<file path="config.mk">
export PLATFORM = sky130hd
export DESIGN_NAME = pfr_flags
export DESIGN_NICKNAME = d
export VERILOG_FILES = /design/src/verilog/pfr_pkg.sv /design/src/verilog/pfr_flags.sv
export SDC_FILE = /design/constraint.sdc
export NUM_CORES = 1
export LEC_CHECK = 0
export ABC_CLOCK_PERIOD_IN_PS = 1700
export BUFFER_PORTS_ARGS = -buffer_cell sky130_fd_sc_hd__buf_2
export CORE_UTILIZATION = 40
export DETAILED_ROUTE_END_ITERATION = 8
export HOLD_SLACK_MARGIN = 0.06
export PLACE_DENSITY = 0.69
export REMOVE_ABC_BUFFERS = 1
export SLEW_MARGIN = 25
export SYNTH_ARGS = -nofsm -noshare
export SYNTH_HDL_FRONTEND = slang
export SYNTH_SLANG_ARGS = --single-unit
</file>
<file path="constraint.sdc">
create_clock -name clock -period 1.7 [get_ports clock]
set_input_delay 0.255 -clock clock [delete_from_list [all_inputs] [get_ports clock]]
set_output_delay 0.255 -clock clock [all_outputs]
set_load 0.1 [all_outputs]
</file>
<file path="src/verilog/pfr_pkg.sv">
package pfr_pkg;
  // Register byte offsets
  localparam logic [3:0] PFR_FLAGS_OFF  = 4'h0;
  localparam logic [3:0] PFR_PWR_OFF    = 4'h4;
  localparam logic [3:0] PFR_IRQ_ST_OFF = 4'h8;
  localparam logic [3:0] PFR_IRQ_MK_OFF = 4'hc;
  // Flag register bit positions
  localparam int FLG_OSC  = 7;
  localparam int FLG_CMP2 = 6;
  localparam int FLG_CMP1 = 5;
  localparam int FLG_NVW  = 4;
  localparam int FLG_BCOL = 3;
  localparam int FLG_WAKE = 2;
  localparam int FLG_CCP2 = 0;
  localparam logic [7:0] FLAGS_IMPL  = 8'hfd;
  localparam logic [7:0] FLAGS_RESET = 8'h00;
  // Power control bit positions
  localparam int PWR_WAKE_EN = 5;
  localparam int PWR_SBOR    = 4;
  localparam int PWR_POR     = 1;
  localparam int PWR_BOR     = 0;
  localparam logic [7:0] PWR_IMPL = 8'h33;
  localparam logic [7:0] PWR_POR_RESET = 8'h10;
  localparam logic [1:0] BOR_SEL_SOFT = 2'h1;
  // Capture/compare unit modes
  localparam logic [1:0] CCP_OFF     = 2'h0;
  localparam logic [1:0] CCP_CAPTURE = 2'h1;
  localparam logic [1:0] CCP_COMPARE = 2'h2;
  localparam logic [1:0] CCP_PWM     = 2'h3;
  localparam logic [1:0] RESP_OKAY   = 2'h0;
  localparam logic [1:0] RESP_SLVERR = 2'h2;
endpackage
</file>
<file path="src/verilog/pfr_flags.sv">
`timescale 1ns/1ps
module pfr_flags
  import pfr_pkg::*;
(
  input  wire logic        clock,
  input  wire logic        rst,
  input  wire logic        por_reset,
  input  wire logic        bor_reset,
  input  wire logic        osc_failed,
  input  wire logic        comparator_two_output,
  input  wire logic        comparator_one_output,
  input  wire logic        nv_write_done,
  input  wire logic        bus_collision,
  input  wire logic        lowpower_wake_event,
  input  wire logic [1:0]  capcmp_mode,
  input  wire logic        capture_event,
  input  wire logic        compare_match,
  input  wire logic [1:0]  brownout_config_select,
  output logic             lowpower_wake_enable,
  output logic             brownout_detect_enable,
  output logic             irq,
  input  wire logic [3:0]  s_axi_awaddr,
  input  wire logic        s_axi_awvalid,
  output logic             s_axi_awready,
  input  wire logic [31:0] s_axi_wdata,
  input  wire logic [3:0]  s_axi_wstrb,
  input  wire logic        s_axi_wvalid,
  output logic             s_axi_wready,
  output logic [1:0]       s_axi_bresp,
  output logic             s_axi_bvalid,
  input  wire logic        s_axi_bready,
  input  wire logic [3:0]  s_axi_araddr,
  input  wire logic        s_axi_arvalid,
  output logic             s_axi_arready,
  output logic [31:0]      s_axi_rdata,
  output logic [1:0]       s_axi_rresp,
  output logic             s_axi_rvalid,
  input  wire logic        s_axi_rready
);

  logic [7:0]  flags_r;
  logic [7:0]  pwr_r;
  logic [7:0]  irq_st_r;
  logic [7:0]  irq_mk_r;
  logic        cmp2_prev_r;
  logic        cmp1_prev_r;
  logic        cmp_seen_r;
  logic        aw_got_r;
  logic        w_got_r;
  logic [3:0]  aw_addr_r;
  logic [7:0]  w_data_r;
  logic        w_strb0_r;
  logic [7:0]  hw_set;
  logic        wr_fire;
  logic        wr_lane;
  logic        wr_flags;
  logic        wr_pwr;
  logic        wr_st;
  logic        wr_mk;
  logic [7:0]  rd_val;
  logic        rd_ok;

  // Write address and data taken independently
  assign s_axi_awready = !aw_got_r && !s_axi_bvalid;
  assign s_axi_wready  = !w_got_r && !s_axi_bvalid;
  assign wr_fire  = aw_got_r && w_got_r && !s_axi_bvalid;
  assign wr_lane  = wr_fire && w_strb0_r;
  assign wr_flags = wr_lane && (aw_addr_r == PFR_FLAGS_OFF);
  assign wr_pwr   = wr_lane && (aw_addr_r == PFR_PWR_OFF);
  assign wr_st    = wr_lane && (aw_addr_r == PFR_IRQ_ST_OFF);
  assign wr_mk    = wr_lane && (aw_addr_r == PFR_IRQ_MK_OFF);

  always_ff @(posedge clock) begin
    if (rst) begin
      aw_got_r  <= 1'b0;
      w_got_r   <= 1'b0;
      aw_addr_r <= 4'h0;
      w_data_r  <= 8'h00;
      w_strb0_r <= 1'b0;
    end else begin
      if (s_axi_awvalid && s_axi_awready) begin
        aw_got_r  <= 1'b1;
        aw_addr_r <= {s_axi_awaddr[3:2], 2'b00};
      end else if (wr_fire) begin
        aw_got_r <= 1'b0;
      end
      if (s_axi_wvalid && s_axi_wready) begin
        w_got_r   <= 1'b1;
        w_data_r  <= s_axi_wdata[7:0];
        w_strb0_r <= s_axi_wstrb[0];
      end else if (wr_fire) begin
        w_got_r <= 1'b0;
      end
    end
  end

  // Write response, error on unmapped offset
  always_ff @(posedge clock) begin
    if (rst) begin
      s_axi_bvalid <= 1'b0;
      s_axi_bresp  <= RESP_OKAY;
    end else if (wr_fire) begin
      s_axi_bvalid <= 1'b1;
      s_axi_bresp  <= (aw_addr_r[3:0] <= PFR_IRQ_MK_OFF) ? RESP_OKAY : RESP_SLVERR;
    end else if (s_axi_bready) begin
      s_axi_bvalid <= 1'b0;
    end
  end

  // Hardware set terms for each flag
  always_comb begin
    hw_set = 8'h00;
    hw_set[FLG_OSC]  = osc_failed;
    hw_set[FLG_CMP2] = cmp_seen_r && (comparator_two_output != cmp2_prev_r);
    hw_set[FLG_CMP1] = cmp_seen_r && (comparator_one_output != cmp1_prev_r);
    hw_set[FLG_NVW]  = nv_write_done;
    hw_set[FLG_BCOL] = bus_collision;
    hw_set[FLG_WAKE] = lowpower_wake_event;
    hw_set[FLG_CCP2] = ((capcmp_mode == CCP_CAPTURE) && capture_event)
                    || ((capcmp_mode == CCP_COMPARE) && compare_match);
  end

  // Comparator output history for change detection
  always_ff @(posedge clock) begin
    if (rst) begin
      cmp2_prev_r <= 1'b0;
      cmp1_prev_r <= 1'b0;
      cmp_seen_r  <= 1'b0;
    end else begin
      cmp2_prev_r <= comparator_two_output;
      cmp1_prev_r <= comparator_one_output;
      cmp_seen_r  <= 1'b1;
    end
  end

  // Sticky flags: set wins over software write
  always_ff @(posedge clock) begin
    if (rst) begin
      flags_r <= FLAGS_RESET;
    end else if (wr_flags) begin
      flags_r <= (w_data_r | hw_set) & FLAGS_IMPL;
    end else begin
      flags_r <= flags_r | (hw_set & FLAGS_IMPL);
    end
  end

  // Power control and reset status
  always_ff @(posedge clock) begin
    if (por_reset) begin
      pwr_r <= PWR_POR_RESET;
    end else begin
      if (rst) begin
        pwr_r[PWR_WAKE_EN] <= 1'b0;
        pwr_r[PWR_SBOR]    <= 1'b1;
      end else if (wr_pwr) begin
        pwr_r[PWR_WAKE_EN] <= w_data_r[PWR_WAKE_EN];
        pwr_r[PWR_SBOR]    <= w_data_r[PWR_SBOR];
        pwr_r[PWR_POR]     <= w_data_r[PWR_POR];
      end
      if (bor_reset) begin
        pwr_r[PWR_BOR] <= 1'b0;
      end else if (wr_pwr) begin
        pwr_r[PWR_BOR] <= w_data_r[PWR_BOR];
      end
    end
  end

  assign lowpower_wake_enable   = pwr_r[PWR_WAKE_EN];
  assign brownout_detect_enable = (brownout_config_select == BOR_SEL_SOFT) ?
                                  pwr_r[PWR_SBOR] : 1'b0;

  // Interrupt status: hardware set terms set, write one clears
  always_ff @(posedge clock) begin
    if (rst) begin
      irq_st_r <= 8'h00;
      irq_mk_r <= 8'h00;
    end else begin
      irq_st_r <= (irq_st_r & ~(wr_st ? w_data_r : 8'h00)) | (hw_set & FLAGS_IMPL);
      if (wr_mk) begin
        irq_mk_r <= w_data_r & FLAGS_IMPL;
      end
    end
  end

  assign irq = |(irq_st_r & irq_mk_r);

  // Read path
  always_comb begin
    rd_ok  = 1'b1;
    rd_val = 8'h00;
    unique case ({s_axi_araddr[3:2], 2'b00})
      PFR_FLAGS_OFF:  rd_val = flags_r & FLAGS_IMPL;
      PFR_PWR_OFF:    rd_val = pwr_r & PWR_IMPL;
      PFR_IRQ_ST_OFF: rd_val = irq_st_r;
      PFR_IRQ_MK_OFF: rd_val = irq_mk_r;
      default:        rd_ok  = 1'b0;
    endcase
  end

  assign s_axi_arready = !s_axi_rvalid;

  always_ff @(posedge clock) begin
    if (rst) begin
      s_axi_rvalid <= 1'b0;
      s_axi_rdata  <= 32'h0000_0000;
      s_axi_rresp  <= RESP_OKAY;
    end else if (s_axi_arvalid && s_axi_arready) begin
      s_axi_rvalid <= 1'b1;
      s_axi_rdata  <= {24'h00_0000, rd_val};
      s_axi_rresp  <= rd_ok ? RESP_OKAY : RESP_SLVERR;
    end else if (s_axi_rready) begin
      s_axi_rvalid <= 1'b0;
    end
  end
endmodule

</file>
==> impl_metrics.py, run 1 <==
metrics = {
    "final_layout": {
        "synthToLayoutAreaGrowth_pct": 13.1,
        "fin_util_pct": 47.2,
        "diodes": 0,
        "fin_area_sq_um": 2830,
        "drive_above_1_share_pct": 24.5,
        "fin_nets": 384,
    },
    "synth": {
        "synth_area_per_cell_sq_um": 9.34,
        "synth-seq-cells": 52,
        "ys_types": 43,
        "synth_area_leaders": "dfxtp_1, buf_4, mux2i_1",
        "synth.top_cells.by_count": "dfxtp_1, nor2_1, buf_4, mux2i_1, inv_1",
        "seq_area_frac_synth_pct": 41.6,
        "synth_edf_count": 0,
        "synth_warnings": 0,
        "synth.largest_area_cell": "dfxtp_1",
        "synth_top_flop_cell": "dfxtp_1",
        "syn_area_sq_um": 2500,
        "netlist_instances": 268,
        "async_flop_share_pct": 0,
        "yosysTopAreaCellShare_pct": 41.6,
        "yosysMostFrequentCell": "dfxtp_1",
    },
    "cts": {
        "clockBufferDepth": 2,
        "cts_tree": "done",
        "worstSkewPairLatency_ns": 0.31,
        "clkTransAtPathRegs_ns": 0.09,
        "cts_num_sinks": 52,
        "h-tree-depth": 2,
        "cts_hold_buffers": 0,
        "cts-root-buf": "clkbuf_8",
        "numCtsBuffers": 5,
    },
    "drt": {
        "routed_wl_microns": 5610,
        "drt-initial-drc-count": 71,
        "dr_wl_met3_microns": 288,
        "drtPass1Iterations": 6,
        "dr.max_layer_used": "met4",
        "drt-vias-per-instance": 5.30,
        "wl_per_cell_microns": 14.2,
        "drcViolationCount": 0,
        "wl_met1_microns": 2670,
        "ant_nets": 0,
        "met2_length_microns": 2560,
        "num_vias": 2088,
    },
    "setup_path": {
        "crit_family": "compound AO/OA/AOI/OAI gates",
        "path_buf_inv": 1,
        "worstRegToRegCells": 3,
        "cp_slowest_stage_delay_ns": 0.38,
        "cp.depth": 3,
        "cp-startpoint": "irq_st_r[7]",
        "cp.required_ns": 1.44,
        "path_max_fanout": 3,
        "cp_data_arrival_time_ns": 1.40,
        "crit_path_cell_trace": "a222oi_1 -> nand3_1 -> buf_4",
        "end_kind": "output port",
        "path_class": "reg2out",
        "critPathLaunchType": "flip-flop",
        "critPathSlowestCell": "a222oi_1",
        "rr_startpoint": "aw_addr_r[2]",
    },
    "grt": {
        "grt_usage_pct": 18.4,
        "grt_max_degree": 30,
        "grt_pass1_wl_microns": 9080,
        "overflow": 0,
        "grt_pass1_vias": 1943,
        "antenna_found_initial": 0,
    },
    "pwr": {
        "power.density_nw_per_um2": 981,
        "p_int_w": 0.00172,
        "power_frac_clock_pct": 24.3,
        "leakage_nw": 1.25,
        "netSwitchingFraction_pct": 38.0,
        "p_comb_share_pct": 27.3,
        "ir_worst_vdd_v": 0.000405,
        "power.share.sequential_pct": 48.5,
        "p_total_w": 0.00278,
        "p_sw_w": 0.00105,
    },
    "placement": {
        "place_congestion": 0.794,
        "io_buffers": 49,
        "place.detailed.hpwl_microns": 4040,
        "dpl_cell_area_sq_um": 2750,
    },
    "sta": {
        "period_share_pct": 97.5,
        "rsz0062_at_grt": "no",
        "hold_viol": 0,
        "fmax_mhz": 603,
        "slew_viol_final": 0,
        "max_slew_margin_pct": 61.4,
        "skew_ns": 0.00932,
        "fin_crit_ns": 1.66,
        "worst_slew_pin_slew_ns": 0.577,
        "fin_tns_setup_ns": 0,
        "setup_viol": 0,
    },
    "min_path": {
        "hp-class": "in2reg",
        "hold_path_depth": 2,
        "min_from": "bor_reset",
    },
    "floorplanning": {
        "fp.dieH_microns": 81.1,
        "ios": 109,
        "fp.dieW_microns": 81.1,
        "rows": 28,
        "die-area_sq_um": 6580,
        "initial_utilization_pct": 41.8,
        "core_area_sq_um": 5990,
    },
    "outcome": {
        "run_status": "completed",
    },
    "job": {
        "maxCapViolCount": 0,
    },
}
[worst register-to-register path: stages (launching register included)]
cell	delay (ns)
dfxtp_1	0.50
nor2_1	0.39
nand2_1	0.19
a211oi_1	0.24
[path summary, 6_finish.rpt]
path	end	slack (ns)
worst max-delay path	irq	0.04
worst min-delay path	pwr_r[0]	0.09
worst max register to register	flags_r[3]	0.27
worst min register to register	irq_st_r[1]	0.45
[layout make-up]
| class | count | area (sq um) |
|---|---|---|
| well taps | 75 | 93.8 |
| multi-input cells | 182 | 1200 |
| flip-flops and latches | 52 | 1040 |
| inverters | 15 | 56.3 |
| clock inverters | 1 | 5.00 |
| fillers | 592 | 3160 |
| repair buffers | 63 | 365 |
| clock buffers | 6 | 72.6 |
[cells in the final DEF, fill, tap and decap left out, drive strengths merged, types with 2 or more instances in the layout]
cell type and count:
a211oi 5, a21oi 7, a22oi 2, a311oi 13
a31o 7, a31oi 4, buf 63, clkbuf 6
conb 28, dfxtp 52, inv 15, mux2i 18
mux4 3, nand2 8, nand2b 3, nand3 13
nor2 29, nor2b 4, nor3b 2, nor4 3
o211a 5, o211ai 4, o21ai 7, xor2 2
[kinds of logic after synthesis]
| kind of cell | Yosys count | share of synthesized area, % |
|---|---|---|
| AOI/OAI and AO/OA | 60 | 18.3 |
| xor gates and xnor gates | 2 | 0.700 |
| buffers and inverters | 61 | 14.8 |
| DFF | 52 | 41.6 |
| muxes | 22 | 10.3 |
| other | 1 | 0.150 |
| and+or+nand+nor | 70 | 14.0 |
[state kept, by name, summed over array words and instances (netlist names)]
name	cells
aw_got_r	1
irq_st_r	8
pwr_r	4
cmp1_prev_r	1
cmp2_prev_r	1
cmp_seen_r	1
s_axi_bvalid	1
s_axi_rdata	8
flags_r	7
s_axi_rvalid	1
w_got_r	1
w_data_r	8
aw_addr_r	2
irq_mk_r	7
w_strb0_r	1
[power groups by stage]
| stage | Clock, W | Combinational (W) | Sequential (W) |
|---|---|---|---|
| 2_1_floorplan | 0 | 0.000492 | 0.00147 |
| 3_3_place_gp | 0 | 0.000753 | 0.00137 |
| 3_5_place_dp | 0 | 0.000758 | 0.00137 |
| 4_1_cts | 0.000681 | 0.000760 | 0.00135 |
| 5_1_grt | 0.000730 | 0.000798 | 0.00136 |
| 6_report | 0.000674 | 0.000757 | 0.00135 |
[per-stage QoR]
step                hold WS [ns]  instances  worst slack, ns
global route              0.0968        394          0.00851
floorplan                  0.324        249           -0.680
CTS                       0.0869        394           0.0488
detailed placement         0.418        387            0.300
finish                    0.0911        394           0.0417
global placement           0.423        387            0.298
[metal layers]
metal,GRT usage (%),up-vias
li1,-,1001
met1,24.2,998
met2,29.2,78
met3,4.16,11
met4,6.61,0
met5,0,-
[repair_timing]
item                                   in CTS  in global routing
setup endpoints to repair                   1                  0
resized for setup                           1                  0
setup buffers                               0                  0
endpoints found under the hold margin       0                  0
Note: power is estimated with default switching activity, not from simulation.
==> inputs of run 2 (changes only) <==
--- a/config.mk
+++ b/config.mk
@@ -7,10 +7,12 @@
 export LEC_CHECK = 0
 export ABC_CLOCK_PERIOD_IN_PS = 1700
 export BUFFER_PORTS_ARGS = -buffer_cell sky130_fd_sc_hd__buf_2
-export CORE_UTILIZATION = 40
+export CELL_PAD_IN_SITES_DETAIL_PLACEMENT = 1
+export CELL_PAD_IN_SITES_GLOBAL_PLACEMENT = 1
+export CORE_UTILIZATION = 34
 export DETAILED_ROUTE_END_ITERATION = 8
 export HOLD_SLACK_MARGIN = 0.06
-export PLACE_DENSITY = 0.69
+export PLACE_DENSITY_LB_ADDON = 0.1
 export REMOVE_ABC_BUFFERS = 1
 export SLEW_MARGIN = 25
 export SYNTH_ARGS = -nofsm -noshare
==> run 2 against run 1 <==
Net effect: the flow now finishes with violations (negative setup slack); clock skew decreased by 0.0037 ns; critical path type unchanged; clock-buffer cell count is the same; critical endpoint unchanged; non-clock buffer count unchanged; combinational power about the same.
==> impl_metrics.py, run 2 (synthesized netlist as in run 1, its figures left out) <==
metrics = {
    "drt": {
        "drcViolationCount": 0,
        "drtPass1Iterations": 4,
        "wl_per_cell_microns": 15.1,
        "drt-initial-drc-count": 105,
        "drt-vias-per-instance": 5.00,
        "ant_nets": 0,
        "routed_wl_microns": 6270,
        "num_vias": 2076,
    },
    "floorplanning": {
        "initial_utilization_pct": 36.0,
        "fp.dieH_microns": 87.8,
        "die-area_sq_um": 7710,
        "fp.dieW_microns": 87.8,
        "ios": 109,
        "rows": 30,
        "core_area_sq_um": 6940,
    },
    "sta": {
        "worst_slew_pin_slew_ns": 0.552,
        "slew_viol_final": 0,
        "setup_slack_ns": -0.00501,
        "skew_ns": 0.00565,
        "period_share_pct": 100,
        "fin_crit_ns": 1.71,
        "max_slew_margin_pct": 63.1,
        "setup_viol": 1,
        "fmax_mhz": 587,
        "rsz0062_at_grt": "yes",
        "hold_viol": 0,
    },
    "placement": {
        "dp.cells": 408,
        "io_buffers": 49,
        "dpl_cell_area_sq_um": 2760,
        "place_congestion": 0.738,
        "place.detailed.hpwl_microns": 4650,
    },
    "setup_path": {
        "critPathSlowestCell": "a222oi_1",
        "critPathLaunchType": "flip-flop",
        "path_max_fanout": 3,
        "crit_path_cell_trace": "a222oi_1 -> nand3_1 -> buf_6",
        "r2r_slack_ns": 0.28,
        "path_class": "reg2out",
        "worstRegToRegCells": 4,
        "cp.depth": 3,
        "cp.required_ns": 1.44,
        "cp_slowest_stage_delay_ns": 0.42,
        "end_kind": "output port",
        "path_buf_inv": 1,
        "crit_family": "compound AO/OA/AOI/OAI gates",
        "cp_data_arrival_time_ns": 1.45,
    },
    "final_layout": {
        "fin_util_pct": 41.0,
        "diodes": 0,
        "fin_cells": 415,
        "reg.largest.list": "irq_st_r: 8 flops, s_axi_rdata: 8 flops, w_data_r: 8 flops",
        "synthToLayoutAreaGrowth_pct": 13.8,
        "drive_above_1_share_pct": 24.5,
        "final_cell_mix": "dfxtp_1, buf_2, nor2_1",
        "mostFrequentLayoutCell": "dfxtp_1",
        "fin_nets": 384,
        "fin_area_sq_um": 2850,
    },
    "grt": {
        "gr-max-usage-layer": "met2",
        "use_met1_pct": 22.2,
        "grt_pass1_wl_microns": 9910,
        "grt_pass1_vias": 1960,
        "overflow": 0,
        "met3_usage_pct": 3.39,
        "antenna_found_initial": 0,
        "grt_use_met2_pct": 28.4,
        "grt_max_degree": 19,
        "grt_usage_pct": 17.1,
    },
    "pwr": {
        "leakage_nw": 1.24,
        "ir_worst_vdd_v": 0.000327,
        "power.density_nw_per_um2": 980,
    },
    "cts": {
        "numCtsBuffers": 5,
        "cts_tree": "done",
        "h-tree-depth": 2,
        "clkTransAtPathRegs_ns": 0.09,
        "worstSkewPairLatency_ns": 0.30,
        "cts_num_sinks": 52,
        "clockBufferDepth": 2,
        "cts-root-buf": "clkbuf_8",
    },
    "min_path": {
        "hp-class": "in2reg",
        "hold_path_depth": 2,
    },
    "outcome": {
        "run_status": "finished with violations",
        "failed_checks": "negative setup slack",
    },
    "job": {
        "maxCapViolCount": 0,
    },
}
==> run 2: path summary, 6_finish.rpt <==
kind                       to         start
hold reg to reg   irq_st_r[1]   irq_st_r[1]
setup reg to reg  irq_st_r[0]  s_axi_bvalid
hold / removal       pwr_r[0]     bor_reset
setup / recovery          irq   irq_st_r[7]
==> run 2: layer usage <==
| layer | vias to the layer above | wire [microns] |
|---|---|---|
| met5 | - | 0 |
| li1 | 1005 | - |
| met4 | 0 | 68 |
| met3 | 4 | 333 |
| met1 | 1004 | 2900 |
| met2 | 63 | 2960 |
==> run 2: cell type report <==
| class | instances | area [sq um] |
|---|---|---|
| Tap cell | 96 | 120 |
| Fill cell | 823 | 4100 |
| Sequential cell | 52 | 1040 |
| Inverter | 15 | 56.3 |
| Clock inverter | 1 | 5.00 |
| Clock buffer | 6 | 72.6 |
| Multi-Input combinational cell | 182 | 1200 |
| Timing Repair Buffer | 63 | 357 |
==> run 2: through the flow <==
step / TNS (ns) / total power, W / setup WS, ns / hold WS (ns)
2_1_floorplan: -13.92 / 0.00196 / -0.680 / 0.324
3_3_place_gp: 0 / 0.00213 / 0.225 / 0.421
3_5_place_dp: 0 / 0.00214 / 0.211 / 0.421
4_1_cts: -0.0666 / 0.00282 / -0.0666 / 0.0870
5_1_grt: -0.0917 / 0.00292 / -0.0917 / 0.0843
6_report: -0.00501 / 0.00279 / -0.00501 / 0.0920
==> run 2: timing repair <==
action / CTS / global route
gates resized for setup: 2 / 0
endpoints found under the setup margin: 1 / 1
hold buffers: 0 / 0
pin swaps: 2 / 1
setup buffers: 0 / 0
cloned: 0 / 0
endpoints found under the hold margin: 0 / 0
==> run 2: where the power goes <==
part | leakage, nW | switching (W) | internal (W)
clock | 0.0410 | 0.000402 | 0.000281
combinational | 0.775 | 0.000600 | 0.000154
sequential | 0.428 | 0.0000683 | 0.00129
==> run 2: worst register-to-register path: stages (launching register included) <==
cell and delay, ns:
dfxtp_1 0.41, nand4b_1 0.33, buf_4 0.24, o41ai_1 0.24, a21oi_1 0.11
==> inputs of run 3 (changes only) <==
--- a/config.mk
+++ b/config.mk
@@ -9,12 +9,12 @@
 export BUFFER_PORTS_ARGS = -buffer_cell sky130_fd_sc_hd__buf_2
 export CELL_PAD_IN_SITES_DETAIL_PLACEMENT = 1
 export CELL_PAD_IN_SITES_GLOBAL_PLACEMENT = 1
+export CORE_ASPECT_RATIO = 1.1
 export CORE_UTILIZATION = 34
 export DETAILED_ROUTE_END_ITERATION = 8
 export HOLD_SLACK_MARGIN = 0.06
 export PLACE_DENSITY_LB_ADDON = 0.1
 export REMOVE_ABC_BUFFERS = 1
-export SLEW_MARGIN = 25
 export SYNTH_ARGS = -nofsm -noshare
 export SYNTH_HDL_FRONTEND = slang
 export SYNTH_SLANG_ARGS = --single-unit
==> run 3 against run 2 <==
Net effect: the run now ends clean; sequential cell count unchanged; register-to-register slack better by 0.02 ns; critical path depth unchanged; worst setup slack better by 0.010 ns; non-clock buffer count up 1; combinational power up 0.5%; first-iteration DRC count down 20%; clock power up 5.3%; sequential power about the same; maximum frequency up 0.60%; routed wire length up 0.27%; critical endpoint unchanged; largest power group unchanged; highest routed layer unchanged.
==> impl_metrics.py, run 3 (synthesized netlist as in run 1, its figures left out) <==
metrics = {
    "setup_path": {
        "end_kind": "output port",
        "path_class": "reg2out",
        "critPathSlowestCell": "a222oi_1",
        "cp_slowest_stage_delay_ns": 0.40,
        "cp_data_arrival_time_ns": 1.44,
        "crit_path_cell_trace": "a222oi_1 -> nand3_1 -> buf_6",
        "cp.required_ns": 1.44,
        "path_max_fanout": 3,
        "critPathLaunchType": "flip-flop",
    },
    "final_layout": {
        "drive_above_1_share_pct": 24.9,
        "fin_nets": 385,
        "mostFrequentLayoutCell": "dfxtp_1",
        "reg.largest.list": "irq_st_r: 8 flops, s_axi_rdata: 8 flops, w_data_r: 8 flops",
        "synthToLayoutAreaGrowth_pct": 14.0,
        "seq_area_sq_um": 1040,
        "fin_area_sq_um": 2850,
        "fillers": 878,
        "multi_input_area_sq_um": 1200,
        "diodes": 0,
        "final_cell_mix": "dfxtp_1, buf_2, nor2_1",
    },
    "placement": {
        "pre_cts_slack_ns": 0.250,
        "place_congestion": 0.748,
        "place.detailed.hpwl_microns": 4640,
        "dpl_cell_area_sq_um": 2760,
        "io_buffers": 49,
    },
    "min_path": {
        "hp-class": "in2reg",
    },
    "floorplanning": {
        "ios": 109,
        "core_area_sq_um": 7050,
        "initial_utilization_pct": 35.5,
        "rows": 32,
        "fp.dieW_microns": 83.8,
        "die-area_sq_um": 7710,
        "fp.dieH_microns": 92.0,
    },
    "drt": {
        "dr.max_layer_used": "met4",
        "wl_per_cell_microns": 15.5,
        "drt-vias-per-instance": 5.04,
        "drtPass1Iterations": 4,
        "ant_nets": 0,
        "dr_wl_met3_microns": 257,
        "num_vias": 2045,
        "drcViolationCount": 0,
        "routed_wl_microns": 6290,
        "drt-initial-drc-count": 84,
        "wl_met1_microns": 2860,
        "met2_length_microns": 3100,
    },
    "cts": {
        "cts-root-buf": "clkbuf_8",
        "cts_hold_buffers": 0,
        "h-tree-depth": 2,
        "clockBufferDepth": 2,
        "clkTransAtPathRegs_ns": 0.10,
        "worstSkewPairLatency_ns": 0.31,
        "cts_num_sinks": 52,
        "postCtsSetupBuffers": 0,
        "cts_tree": "done",
        "numCtsBuffers": 5,
    },
    "grt": {
        "grt_pass1_wl_microns": 10300,
        "grt_pass1_vias": 2060,
        "grt_usage_pct": 17.0,
        "antenna_found_initial": 0,
        "grt_max_degree": 23,
        "overflow": 0,
    },
    "sta": {
        "period_share_pct": 99.7,
        "fin_tns_setup_ns": 0,
        "fmax_mhz": 590,
        "fin_crit_ns": 1.69,
        "worst_slew_pin_slew_ns": 0.580,
        "hold_viol": 0,
        "max_slew_margin_pct": 61.3,
        "hold_ws_ns": 0.106,
        "skew_ns": 0.00544,
        "slew_viol_final": 0,
        "setup_viol": 0,
        "rsz0062_at_grt": "yes",
        "setup_slack_ns": 0.00512,
    },
    "job": {
        "maxCapViolCount": 0,
    },
    "pwr": {
        "ir_worst_vdd_v": 0.000478,
        "leakage_nw": 1.25,
        "power.density_nw_per_um2": 992,
        "p_total_w": 0.00283,
    },
    "outcome": {
        "run_status": "completed",
    },
}
[run 3: cell count changes in the layout (fill, tap and decap cells not counted)]
cell	before	now
clkinv_4	0	1
clkinv_2	1	0
buf_4	14	15
clkinvlp_4	0	1
[run 3: worst paths after layout]
check / startpoint / endpoint / slack (ns) / cells after the start
min reg2reg: irq_st_r[1] / irq_st_r[1] / 0.44 / 2
min: bor_reset / pwr_r[0] / 0.11 / 2
max reg2reg: w_got_r / irq_mk_r[6] / 0.30 / 4
max: irq_mk_r[7] / irq / 0.005 / 3
[run 3: area by class of cell]
| class | instances | share of cell area (%) |
|---|---|---|
| Multi-Input combinational cell | 182 | 41.9 |
| Clock inverter | 2 | 0.570 |
| Inverter | 15 | 1.97 |
| Clock buffer | 6 | 2.54 |
| Timing Repair Buffer | 64 | 12.8 |
| Tap cell | 85 | 3.73 |
| Sequential cell | 52 | 36.5 |
[run 3: layer usage]
layer  vias to the layer above  global-route usage [%]
met4                         0                    3.81
met2                        47                    30.3
met5                         -                       0
met1                       989                    21.4
met3                         5                    3.15
li1                       1004                       -
[run 3: repair_timing]
action | CTS | global route
setup endpoints to repair | 1 | 1
pin swaps | 2 | 1
endpoints found under the hold margin | 0 | 0
resized for setup | 2 | 0
cloned | 0 | 0
[run 3: worst max-delay path, delay by kind of cell, from the launching register on]
kind                   cells  cell delay [ns]
AO/OA/AOI/OAI              1             0.40
buffers and inverters      1             0.21
flip-flops                 1             0.35
AND/OR/NAND/NOR            1             0.17
[run 3: per-stage QoR]
stage | instances | util [%]
floorplan | 249 | -
global placement | 398 | 39.1
detailed placement | 398 | 39.1
CTS | 406 | 40.5
global route | 406 | 40.5
finish | 406 | 40.5
[run 3: power by group]
part | total [W] | internal, W | switching, W
Clock | 0.000719 | 0.000294 | 0.000425
Sequential | 0.00135 | 0.00129 | 0.0000669
Combinational | 0.000758 | 0.000155 | 0.000603
